### src/hdl/ucr_pkg.sv
// Package with register layout and constants for the USB clock/reset control block
package ucr_pkg;
  // ==========================================================
  // Register map
  localparam logic [3:0] UCR_ADDR_CTRL = 4'h0; // Control/status word
  localparam logic [3:0] UCR_ADDR_MASK = 4'h4; // Interrupt mask word
  localparam logic [31:0] UCR_RD_UNMAPPED = 32'h0000_0000; // Unmapped read value
  // ==========================================================
  // Field positions
  localparam int UCR_B_IF = 26; // Bus event flag
  localparam int UCR_B_RF = 25; // Resume flag
  localparam int UCR_B_WK = 24; // Activity status
  localparam int UCR_B_RSV1 = 15; // Reserved, reads one
  localparam int UCR_B_IDOV = 9; // Id override enable
  localparam int UCR_B_IDVAL = 8; // Id override value
  localparam int UCR_B_PHYID = 7; // Phy id monitor enable
  localparam int UCR_B_VBUS = 6; // Vbus valid monitor enable
  localparam int UCR_B_ASV = 5; // A session monitor enable
  localparam int UCR_B_BSV = 4; // B session monitor enable
  localparam int UCR_B_SEND = 3; // Session end monitor enable
  localparam int UCR_B_IE = 2; // Bus event irq enable
  localparam int UCR_B_RIE = 1; // Resume irq enable
  localparam int UCR_B_WKE = 0; // Activity wake enable
  localparam int UCR_NEV = 3; // Number of event flags
  // ==========================================================
  // Reset values
  localparam logic [9:0] UCR_CTRL_RST = 10'h000; // Writable low bits 9..0
  localparam logic [2:0] UCR_EV_RST = 3'h1; // Activity status resets to one
  localparam logic [2:0] UCR_MASK_RST = 3'h0; // Mask reset
  // ==========================================================
  // Bus slave states
  typedef enum logic [0:0] {UCR_IDLE, UCR_DONE} ucr_bus_t;
endpackage

### src/hdl/ucr_sync.sv
// Two-flop synchroniser bank for PHY status inputs
`timescale 1ns/1ps
`default_nettype none
module ucr_sync #(
  parameter int W = 4
) (
  input wire logic clock_i,
  input wire logic sys_rst_i,
  input wire logic [W-1:0] d_i,
  output logic [W-1:0] q_o
);
  // ==========================================================
  // Synchroniser chain
  logic [W-1:0] s1_r; // First stage, read only by second
  logic [W-1:0] s2_r; // Second stage
  genvar g;
  generate
    for (g = 0; g < W; g++) begin : g_bit
      // Per-bit two-flop chain
      always_ff @(posedge clock_i or posedge sys_rst_i) begin
        if (sys_rst_i) begin
          s1_r[g] <= 1'b0;
          s2_r[g] <= 1'b0;
        end else begin
          s1_r[g] <= d_i[g];
          s2_r[g] <= s1_r[g];
        end
      end
    end
  endgenerate
  assign q_o = s2_r;
endmodule
`default_nettype wire

### src/hdl/ucr_top.sv
// USB clock/reset control register with event flags, id override and monitor enables
//
// Behaviour
// - Bus event sets general flag bit 26 when enable bit 2 is set
// - Resume during suspend sets flag bit 25
// - Bus activity sets sticky status bit 24
// - Override enable selects programmed or PHY id
// - Bit 8 gives override id value
// - Bit 7 gates PHY id monitoring
// - Bit 6 gates VBUS valid monitoring
// - Bit 5 gates A session monitoring
// - Bit 4 gates B session monitoring
// - Bit 15 reads one, unused bits zero
`timescale 1ns/1ps
`default_nettype none
module ucr_top
  import ucr_pkg::*;
(
  input wire logic clock_i,
  input wire logic sys_rst_i,
  // Avalon-MM slave
  input wire logic [3:0] avs_address_i,
  input wire logic avs_read_i,
  input wire logic avs_write_i,
  input wire logic [31:0] avs_writedata_i,
  input wire logic [3:0] avs_byteenable_i,
  output logic [31:0] avs_readdata_o,
  output logic avs_waitrequest_o,
  // Event pulses and suspend level from the USB core
  input wire logic bus_event_i,
  input wire logic resume_i,
  input wire logic activity_i,
  input wire logic suspended_i,
  // PHY status pins
  input wire logic phy_id_i,
  input wire logic phy_vbus_valid_i,
  input wire logic phy_a_session_i,
  input wire logic phy_b_session_i,
  input wire logic phy_session_end_i,
  // Towards OTG logic
  output logic otg_id_o,
  output logic id_monitored_o,
  output logic vbus_valid_o,
  output logic a_session_o,
  output logic b_session_o,
  output logic session_end_o,
  output logic irq_o
);
  // ==========================================================
  // Declarations
  logic [4:0] phy_s; // Synchronised PHY pins
  logic [9:0] ctrl_r; // Writable control bits 9..0
  logic [9:0] ctrl_nxt;
  logic [2:0] ev_r; // Sticky flags: {if, rf, wk}
  logic [2:0] ev_nxt;
  logic [2:0] mask_r; // Interrupt mask
  logic [2:0] mask_nxt;
  logic [2:0] ev_set; // Hardware set terms
  logic [2:0] ev_clr; // Software clear terms
  logic [2:0] ev_en; // Per-flag enables from low byte
  logic [5:0] out_r; // Registered OTG outputs
  logic [5:0] out_nxt;
  logic [31:0] rdata_r;
  logic [31:0] rdata_nxt;
  logic [31:0] ctrl_word; // Assembled control word
  ucr_bus_t st_r; // Bus slave state
  ucr_bus_t st_nxt;
  logic irq_r;
  logic irq_nxt;
  logic req; // Access pending
  logic wr_ctrl; // Write to control, any byte lanes
  logic wr_ctrl_hi; // Write to control, top lane
  logic wr_mask;

  // ==========================================================
  // PHY pin synchronisers
  ucr_sync #(.W(5)) u_sync (
    .clock_i(clock_i),
    .sys_rst_i(sys_rst_i),
    .d_i({phy_session_end_i, phy_b_session_i, phy_a_session_i, phy_vbus_valid_i, phy_id_i}),
    .q_o(phy_s)
  );

  // ==========================================================
  // Bus decode
  // Writes commit at the edge where waitrequest is seen low, in the answer cycle
  assign req = (avs_read_i | avs_write_i) & (st_r == UCR_DONE);
  assign wr_ctrl = req & avs_write_i & (avs_address_i == UCR_ADDR_CTRL);
  assign wr_ctrl_hi = wr_ctrl & avs_byteenable_i[3];
  assign wr_mask = req & avs_write_i & (avs_address_i == UCR_ADDR_MASK) & avs_byteenable_i[0];
  // Wait one cycle, answer in the second
  assign avs_waitrequest_o = (avs_read_i | avs_write_i) & (st_r == UCR_IDLE);

  // ==========================================================
  // Control word assembly
  always_comb begin
    ctrl_word = 32'h0000_0000; // Unimplemented bits read zero
    ctrl_word[UCR_B_IF] = ev_r[2];
    ctrl_word[UCR_B_RF] = ev_r[1];
    ctrl_word[UCR_B_WK] = ev_r[0];
    ctrl_word[UCR_B_RSV1] = 1'b1; // Reserved reads one
    ctrl_word[UCR_B_IDOV:0] = ctrl_r;
  end

  // ==========================================================
  // Next state: control, flags, mask, bus
  always_comb begin
    ctrl_nxt = ctrl_r;
    mask_nxt = mask_r;
    st_nxt = st_r;
    rdata_nxt = rdata_r;
    ev_en = {ctrl_r[UCR_B_IE], ctrl_r[UCR_B_RIE], ctrl_r[UCR_B_WKE]};
    // Hardware sets
    ev_set[2] = bus_event_i & ctrl_r[UCR_B_IE];
    ev_set[1] = resume_i & suspended_i;
    ev_set[0] = activity_i;
    // Write one to clear on the flag bits
    ev_clr = wr_ctrl_hi ? avs_writedata_i[UCR_B_IF:UCR_B_WK] : 3'h0;
    ev_nxt = (ev_r & ~ev_clr) | ev_set; // Set wins over clear
    if (wr_ctrl & avs_byteenable_i[0]) begin
      ctrl_nxt[7:0] = avs_writedata_i[7:0];
    end
    if (wr_ctrl & avs_byteenable_i[1]) begin
      ctrl_nxt[UCR_B_IDOV:UCR_B_IDVAL] = avs_writedata_i[UCR_B_IDOV:UCR_B_IDVAL];
    end
    if (wr_mask) begin
      mask_nxt = avs_writedata_i[UCR_NEV-1:0];
    end
    unique case (st_r)
      UCR_IDLE: begin
        if (avs_read_i | avs_write_i) begin
          st_nxt = UCR_DONE;
          if (avs_address_i == UCR_ADDR_CTRL) begin
            rdata_nxt = ctrl_word;
          end else if (avs_address_i == UCR_ADDR_MASK) begin
            rdata_nxt = {29'h0000_0000, mask_r};
          end else begin
            rdata_nxt = UCR_RD_UNMAPPED;
          end
        end
      end
      UCR_DONE: begin
        st_nxt = UCR_IDLE;
      end
    endcase
    // Forward flags only when enabled and unmasked
    irq_nxt = |(ev_r & ev_en & mask_r);
  end

  // ==========================================================
  // OTG side outputs
  always_comb begin
    out_nxt[0] = ctrl_r[UCR_B_IDOV] ? ctrl_r[UCR_B_IDVAL] : phy_s[0];
    out_nxt[1] = ctrl_r[UCR_B_PHYID] & phy_s[0];
    out_nxt[2] = ctrl_r[UCR_B_VBUS] & phy_s[1];
    out_nxt[3] = ctrl_r[UCR_B_ASV] & phy_s[2];
    out_nxt[4] = ctrl_r[UCR_B_BSV] & phy_s[3];
    out_nxt[5] = ctrl_r[UCR_B_SEND] & phy_s[4];
  end

  // ==========================================================
  // Registers
  always_ff @(posedge clock_i or posedge sys_rst_i) begin
    if (sys_rst_i) begin
      ctrl_r <= UCR_CTRL_RST;
      ev_r <= UCR_EV_RST;
      mask_r <= UCR_MASK_RST;
      st_r <= UCR_IDLE;
      rdata_r <= 32'h0000_0000;
      out_r <= 6'h00;
      irq_r <= 1'b0;
    end else begin
      ctrl_r <= ctrl_nxt;
      ev_r <= ev_nxt;
      mask_r <= mask_nxt;
      st_r <= st_nxt;
      rdata_r <= rdata_nxt;
      out_r <= out_nxt;
      irq_r <= irq_nxt;
    end
  end

  assign avs_readdata_o = rdata_r;
  assign otg_id_o = out_r[0];
  assign id_monitored_o = out_r[1];
  assign vbus_valid_o = out_r[2];
  assign a_session_o = out_r[3];
  assign b_session_o = out_r[4];
  assign session_end_o = out_r[5];
  assign irq_o = irq_r;

  // ==========================================================
  // Assertions
  AST_IF_SET: assert property (@(posedge clock_i) disable iff (sys_rst_i)
    bus_event_i & ctrl_r[UCR_B_IE] |=> ev_r[2]) else $error("bus event flag not set");
  AST_RF_SET: assert property (@(posedge clock_i) disable iff (sys_rst_i)
    resume_i & suspended_i |=> ev_r[1]) else $error("resume flag not set");
  AST_RF_NOSUSP: assert property (@(posedge clock_i) disable iff (sys_rst_i)
    !ev_r[1] & !(resume_i & suspended_i) |=> !ev_r[1]) else $error("resume flag set spuriously");
  AST_WK_STICKY: assert property (@(posedge clock_i) disable iff (sys_rst_i)
    ev_r[0] & !wr_ctrl_hi |=> ev_r[0]) else $error("activity status lost");
  AST_WK_SET: assert property (@(posedge clock_i) disable iff (sys_rst_i)
    activity_i |=> ev_r[0]) else $error("activity not flagged");
  AST_ID_OVR: assert property (@(posedge clock_i) disable iff (sys_rst_i)
    ctrl_r[UCR_B_IDOV] |=> otg_id_o == $past(ctrl_r[UCR_B_IDVAL])) else $error("override id wrong");
  AST_ID_PHY: assert property (@(posedge clock_i) disable iff (sys_rst_i)
    !ctrl_r[UCR_B_IDOV] |=> otg_id_o == $past(phy_s[0])) else $error("phy id not used");
  AST_MON_OFF: assert property (@(posedge clock_i) disable iff (sys_rst_i)
    !ctrl_r[UCR_B_PHYID] & !ctrl_r[UCR_B_VBUS] ##1 1'b1 |-> !id_monitored_o & !vbus_valid_o)
    else $error("monitor active while off");
  AST_ASV: assert property (@(posedge clock_i) disable iff (sys_rst_i)
    !ctrl_r[UCR_B_ASV] |=> !a_session_o) else $error("a session monitor on");
  AST_BSV: assert property (@(posedge clock_i) disable iff (sys_rst_i)
    !ctrl_r[UCR_B_BSV] |=> !b_session_o) else $error("b session monitor on");
  AST_RSV: assert property (@(posedge clock_i) disable iff (sys_rst_i)
    st_r == UCR_DONE && $past(avs_read_i && avs_address_i == UCR_ADDR_CTRL)
    |-> avs_readdata_o[UCR_B_RSV1] && avs_readdata_o[23:16] == 8'h00) else $error("reserved bits wrong");
  AST_IRQ: assert property (@(posedge clock_i) disable iff (sys_rst_i)
    !(|(ev_r & ev_en & mask_r)) |=> !irq_o) else $error("irq without enabled flag");
  AST_VBUS: assert property (@(posedge clock_i) disable iff (sys_rst_i)
    !ctrl_r[UCR_B_VBUS] ##1 !ctrl_r[UCR_B_VBUS] |-> !vbus_valid_o) else $error("vbus monitor on");
  COV_IRQ: cover property (@(posedge clock_i) disable iff (sys_rst_i) $rose(irq_o));
  COV_CLR: cover property (@(posedge clock_i) disable iff (sys_rst_i) ev_r[0] ##1 !ev_r[0]);
  COV_OVR: cover property (@(posedge clock_i) disable iff (sys_rst_i) ctrl_r[UCR_B_IDOV] & otg_id_o);
  COV_RD: cover property (@(posedge clock_i) disable iff (sys_rst_i) avs_read_i & !avs_waitrequest_o);
endmodule
`default_nettype wire

### config.mk
export PLATFORM = sky130hd
export DESIGN_NAME = ucr_top
export DESIGN_NICKNAME = d
export VERILOG_FILES = /design/src/hdl/ucr_pkg.sv /design/src/hdl/ucr_sync.sv /design/src/hdl/ucr_top.sv
export SDC_FILE = /design/constraint.sdc
export NUM_CORES = 1
export LEC_CHECK = 0
export BUFFER_PORTS_ARGS = -buffer_cell sky130_fd_sc_hd__buf_2
export CAP_MARGIN = 20
export CORE_UTILIZATION = 48
export CTS_CLUSTER_SIZE = 28
export DETAILED_ROUTE_END_ITERATION = 6
export GPL_ROUTABILITY_DRIVEN = 0
export HOLD_SLACK_MARGIN = 0.06
export PLACE_DENSITY = 0.81
export SLEW_MARGIN = 15
export SYNTH_ARGS = -nofsm -noshare
export SYNTH_HDL_FRONTEND = slang
export SYNTH_HIERARCHICAL = 1
export SYNTH_SLANG_ARGS = --single-unit
### constraint.sdc
create_clock -name clock_i -period 2.1 [get_ports clock_i]
set_input_delay 0.21 -clock clock_i [delete_from_list [all_inputs] [get_ports clock_i]]
set_output_delay 0.21 -clock clock_i [all_outputs]
set_load 0.1 [all_outputs]
==> results_dict.tcl, run 1 <==
set metrics [dict create \
    min_path_cells 2 \
    cp-end-kind "output port" \
    period_needed_ns 1.77 \
    crit_path_max_incr_delay_ns 0.43 \
    gr-total-overflow 0 \
    numPortBuffers 54 \
    clk_path_buf_depth 2 \
    reg2reg_slack_ns 0.63 \
    setup.worst_path.class "flop to output port" \
    rsz0062_at_grt "no" \
    internal_power_mw 1.44 \
    finalSetupViolCount 0 \
    drt-total-wl_um 3260 \
    synth.avg_cell_area_um2 13.9 \
    drc 0 \
    grt_max_degree 39 \
    final_layout_size_suffix_gt1_share_pct 41.1 \
    nFillCells 325 \
    slew_viol_final 0 \
    dp_slack_ns 0.379 \
    ys_seq_area_share_pct 64.5 \
    num_rows 22 \
    vdd_drop_max_v 0.000563 \
    cpMaxStageDelayCell "buf_2" \
    power.total_mw 2.15 \
    max_freq_ghz 0.565 \
    nets 254 \
    ff2ff_path_depth 3 \
    antenna_left 0 \
    p_comb_share_pct 22.3 \
    powerDensity_nw_per_um2 931 \
    avgViaCountPerCell 4.76 \
    first_pass_iters 4 \
    die_w_um 64.3 \
    grt_pass1_vias 1162 \
    r2r-end "avs_readdata_o[2]" \
    min_to "ctrl_r[6]" \
    ys_ff_latch 48 \
    cts_tree "built" \
    critPathMaxFanout 7 \
    hold_violations 0 \
    fin_tns_setup_ns 0 \
    switching_share_pct 33.1 \
    area_growth_pct 23.6 \
    yosysWarningCount 6 \
    synth_area_um2 1870 \
    avgRoutedWirePerCell_um 13.1 \
    ctsResizeCount 0 \
    cp.required_ns 1.89 \
    p_clk_share_pct 29.9 \
    power_frac_seq_pct 47.8 \
    worst_slew_pin_slew_ns 0.572 \
    final_cell_mix "54 x buf_2, 47 x dfrtp_1, 18 x conb_1" \
    dp.final_hpwl_um 2370 \
    yosysUniqueCellTypes 29 \
    crit_chain "o21bai_1 > inv_1 > buf_2" \
    clk_pin_slew_ns 0.08 \
    antenna_found_initial 0 \
    max-cap-violations 0 \
    die_h_um 64.3 \
    skew_ns 0.00264 \
    final_common_cell "buf_2" \
    start_util_pct 50.6 \
    io_pins 93 \
    p_leak_nw 1.22 \
    p_sw_mw 0.710 \
    insertion_delay_ns 0.29 \
    grt_pass1_wl_um 5490 \
    max_slew_margin_pct 61.8 \
    worstHoldStart "avs_writedata_i[6]" \
    drt_iter0_markers 39 \
    worst_slack_ns 0.330 \
    antenna_cells 0 \
    arrival_ns 1.56 \
    status "finished, final reports clean" \
    cp-start-kind "flop" \
    r2r-start "st_r" \
    grt_usage_pct 17.9 \
    cts-root-buf "clkbuf_8" \
    fin_util_pct 62.5 \
    htreeDepth 2 \
    whs_ns 0.146 \
    dieArea_um2 4140 \
    finalCritPeriodShare_pct 84.3 \
    syn_inst 134 \
    numCtsBuffers 5 \
    vias 1190 \
    hold_class "input pin to flop" \
    core_area_um2 3690 \
    cts_num_sinks 48 \
]
final cells by class:
cell class	instances	area [µm²]	share of cell area, %
clock inverter	3	42.5	1.84
timing repair buffer	64	360	15.6
multi-input combinational	79	561	24.3
sequential	48	1200	52.1
tap	48	60.1	2.60
inverter	3	11.3	0.488
clock buffer	5	68.8	2.98
sequential cells by signal, indices dropped and copies added (netlist names):
register and flops:
u_sync/q_o 5, u_sync/s1_r 5, out_r 6, ev_r 3, avs_readdata_o 14, mask_r 3, ctrl_r 10, st_r 1
irq_o 1
power by group through the flow:
stage	Clock [mW]	Combinational (mW)	Sequential (mW)
6_report	0.641	0.478	1.03
3_5_place_dp	0	0.472	1.05
5_1_grt	0.710	0.501	1.04
4_1_cts	0.660	0.481	1.03
3_3_place_gp	0	0.468	1.04
2_1_floorplan	0	0.271	1.19
stage by stage:
stage,instance area (µm²),cells
6_report,2310,250
3_3_place_gp,2130,236
3_5_place_dp,2130,236
2_1_floorplan,1930,151
4_1_cts,2310,250
5_1_grt,2310,250
layer usage:
| layer | up-vias | GRT usage [%] | routed length [µm] |
|---|---|---|---|
| li1 | 565 | - | - |
| met1 | 584 | 21.9 | 1350 |
| met2 | 36 | 30.9 | 1730 |
| met3 | 5 | 3.75 | 140 |
| met4 | 0 | 6.67 | 49 |
| met5 | - | 0 | 0 |
worst max path at each step:
stage / start / end
after floorplan: st_r / avs_waitrequest_o
after global placement: avs_address_i[2] / ctrl_r[7]
after detailed placement: avs_address_i[2] / ctrl_r[1]
after CTS: st_r / avs_waitrequest_o
after global routing: st_r / avs_waitrequest_o
final: st_r / avs_waitrequest_o
synthesized netlist by cell type:
library cell	instances	area (µm²)
nand4b_1	1	8.76
nor2b_1	2	12.5
or4_4	1	11.3
a22o_1	10	87.6
dfrtp_1	47	1180
buf_4	18	135
clkbuf_1	1	3.75
or4_1	1	7.51
buf_2	1	5.00
inv_1	3	11.3
conb_1	1	3.75
a21o_1	1	7.51
mux2_2	14	158
nand2_1	3	11.3
nor2_1	1	3.75
o21ai_0	3	15.0
or2_1	1	6.26
o22a_1	1	8.76
nor2_4	1	11.3
and2_1	5	31.3
a221o_1	2	20.0
mux2i_1	3	30.0
buf_6	1	11.3
o21bai_1	1	7.51
nor4_1	2	12.5
dfstp_2	1	26.3
nand3_1	6	30.0
nand2b_1	1	6.26
nand4_1	1	6.26
worst max-delay path, delay by kind of cell (launching register included):
family / cells / cell delay (ns)
DFF: 1 / 0.42
buffers and inverters: 2 / 0.55
AOI/OAI and AO/OA: 1 / 0.30
timing repair:
| item | in CTS | in global routing |
|---|---|---|
| hold endpoints to repair | 52 | 0 |
| setup endpoints to repair | 0 | 0 |
| hold buffers | 6 | 0 |
| setup buffers | 0 | 0 |
cells by family after synthesis:
logic type,after synthesis,share of synthesized area [%]
AO/OA/AOI/OAI,18,7.85
buffers and inverters,24,8.92
flip-flops,48,64.5
multiplexers,17,10.1
other,1,0.201
AND/OR/NAND/NOR,26,8.52
Note: power is estimated with default switching activity, not from simulation.
==> run 2: changes to the inputs <==
--- a/config.mk
+++ b/config.mk
@@ -5,14 +5,15 @@
 export SDC_FILE = /design/constraint.sdc
 export NUM_CORES = 1
 export LEC_CHECK = 0
+export ABC_AREA = 1
 export BUFFER_PORTS_ARGS = -buffer_cell sky130_fd_sc_hd__buf_2
 export CAP_MARGIN = 20
-export CORE_UTILIZATION = 48
+export CORE_UTILIZATION = 41
 export CTS_CLUSTER_SIZE = 28
 export DETAILED_ROUTE_END_ITERATION = 6
 export GPL_ROUTABILITY_DRIVEN = 0
 export HOLD_SLACK_MARGIN = 0.06
-export PLACE_DENSITY = 0.81
+export PLACE_DENSITY = 0.73
 export SLEW_MARGIN = 15
 export SYNTH_ARGS = -nofsm -noshare
 export SYNTH_HDL_FRONTEND = slang
==> constraint.sdc (replaced) <==
create_clock -name clock_i -period 1.5 [get_ports clock_i]
set_input_delay 0.15 -clock clock_i [delete_from_list [all_inputs] [get_ports clock_i]]
set_output_delay 0.15 -clock clock_i [all_outputs]
set_load 0.1 [all_outputs]
==> run 2 against run 1 <==
The flow now finishes with violations (DRC). Die area grew 22%. Hold slack worse by 0.084 ns. Setup slack lost 0.11 ns. Clock power up 11%. Power up 33%. First-iteration DRC count grew 79%. Wire length rose by 10%. Clock-buffer cell count did not move. Synthesized area up 5.1%. Largest power group unchanged.
==> results_dict.tcl, run 2 <==
set metrics [dict create \
    skew_ns 0.00246 \
    ctsResizeCount 0 \
    avgViaCountPerCell 4.39 \
    regArea_um2 1200 \
    drt-total-wl_um 3600 \
    synth.avg_cell_area_um2 9.66 \
    synthTopCellsByArea "dfrtp_1 60%, nand2_1 16%, buf_4 6.9%" \
    async_flop_share_pct 100 \
    cts_num_sinks 48 \
    nFillCells 416 \
    antenna_left 0 \
    cp_num_buf_inv 1 \
    p_leak_nw 1.41 \
    yosys.cell_count.top_type "nand2_1" \
    yosysTopAreaCellShare_pct 60.0 \
    syn_inst 203 \
    cpMaxStageDelayCell "dfrtp_1" \
    antenna_cells 0 \
    synth_edf_count 0 \
    path_depth 2 \
    finalSetupViolCount 0 \
    final_layout_size_suffix_gt1_share_pct 26.8 \
    num_rows 24 \
    numPortBuffers 54 \
    cp-end-kind "output port" \
    numCtsBuffers 5 \
    crit_path_max_incr_delay_ns 0.43 \
    grt_pass1_vias 1305 \
    ys_seq_area_share_pct 61.3 \
    critPathMaxFanout 6 \
    multi_input_area_um2 633 \
    clk_path_buf_depth 2 \
    arrival_ns 1.13 \
    final_common_cell "nand2_1" \
    violations "DRC" \
    start_util_pct 43.8 \
    hold_violations 0 \
    grt_max_degree 39 \
    status "complete, but fails checks" \
    fin_tns_setup_ns 0 \
    yosysWarningCount 6 \
    cp-start-kind "flop" \
    ys_ff_latch 48 \
    ff2ff_path_depth 5 \
    htreeDepth 2 \
    die_w_um 71.2 \
    synthTopCellsByCount "84 x nand2_1, 47 x dfrtp_1, 22 x nand3_1" \
    largest_reg_flops 14 \
    drc 10 \
    cts-root-buf "clkbuf_8" \
    hold_class "input pin to flop" \
    period_needed_ns 1.28 \
    gr-total-overflow 0 \
    nets 322 \
    yosysUniqueCellTypes 19 \
    first_pass_iters 7 \
    grt_usage_pct 16.2 \
    synth_top_area_cell "dfrtp_1" \
    vias 1408 \
    cp_top_family "flip-flops" \
    dp.final_hpwl_um 2660 \
    cts_tree "built" \
    vdd_drop_max_v 0.000625 \
    insertion_delay_ns 0.29 \
    grt_pass1_wl_um 6320 \
    rsz0062_at_grt "no" \
    avgRoutedWirePerCell_um 11.2 \
    endpoint "avs_waitrequest_o" \
    r2r-end "ctrl_r[1]" \
    io_pins 93 \
    antenna_found_initial 0 \
    final_cell_mix "84 x nand2_1, 53 x buf_2, 47 x dfrtp_1" \
    finalCritPeriodShare_pct 85.5 \
    cp.required_ns 1.35 \
    whs_ns 0.0618 \
    die_h_um 71.2 \
    synth_area_um2 1960 \
    powerDensity_nw_per_um2 1200 \
    crit_chain "nor2_4 > buf_12" \
    core_area_um2 4470 \
    setup.worst_path.class "flop to output port" \
    r2r-start "st_r" \
    max-cap-violations 0 \
    reg2reg_slack_ns 0.23 \
    drt_iter0_markers 70 \
    crit_start "st_r" \
    max_freq_ghz 0.780 \
    synthFlopType "dfrtp_1" \
    clk_pin_slew_ns 0.08 \
    fin_util_pct 53.5 \
    slew_viol_final 0 \
    area_growth_pct 22.1 \
    dieArea_um2 5060 \
]
run 2: worst min path at each step:
stage	startpoint	end	slack, ns	cells past startpoint
2_1_floorplan	sys_rst_i	u_sync/q_o[0]	-0.01	1
3_3_place_gp	sys_rst_i	u_sync/q_o[3]	0.14	2
3_5_place_dp	sys_rst_i	u_sync/q_o[2]	0.15	2
4_1_cts	resume_i	ev_r[1]	0.06	3
5_1_grt	avs_writedata_i[6]	ctrl_r[6]	0.08	3
6_report	resume_i	ev_r[1]	0.06	3
run 2: cells by family (layout without fill, tap and decap cells):
group / count (synthesis) / count (layout) / synth area share (%)
mux: 1 / 1 / 0.574
other cells: 1 / 18 / 0.191
compound gates: 4 / 4 / 1.02
simple gates: 118 / 118 / 27.0
buf+inv: 31 / 80 / 9.89
flops: 48 / 48 / 61.3
run 2: what timing repair did:
action                    4_1_cts  5_1_grt
buffers inserted                0        0
hold endpoints to repair       54        0
hold buffers                    8        0
run 2: cell type report:
type	instances	share of cell area, %
timing repair buffer	63	15.6
tap	52	2.72
inverter	10	1.67
multi-input combinational	141	26.4
sequential	48	50.2
clock inverter	2	0.522
clock buffer	5	2.87
run 2: per-layer routing:
metal | wire [µm] | track usage (%) | vias up | part of all wire (%)
met2 | 1670 | 23.8 | 51 | 46
met1 | 1650 | 22.8 | 628 | 46
li1 | - | - | 727 | -
met5 | 0 | 0 | - | 0
met3 | 243 | 4.70 | 2 | 6.8
met4 | 44 | 6.00 | 0 | 1.2
run 2: worst register-to-register path, stage by stage (launching register included):
cell	delay, ns
dfrtp_1	0.43
nand2_1	0.16
nor2_8	0.25
nand2_2	0.17
nand2_1	0.10
nand2_1	0.05
run 2: stage by stage:
stage	cells	setup WS, ns	cell area (µm²)	total power [mW]
2_1_floorplan	220	0.0451	2040	2.07
3_3_place_gp	306	0.258	2230	2.16
3_5_place_dp	306	0.253	2230	2.17
4_1_cts	321	0.206	2390	2.88
5_1_grt	321	0.0956	2390	2.99
6_report	321	0.218	2390	2.86
run 2: where the power goes:
group,internal [mW],switching [mW],total [mW]
registers,1.39,0.0681,1.46
clock network,0.316,0.394,0.710
logic,0.122,0.569,0.691
total,1.83,1.03,2.86
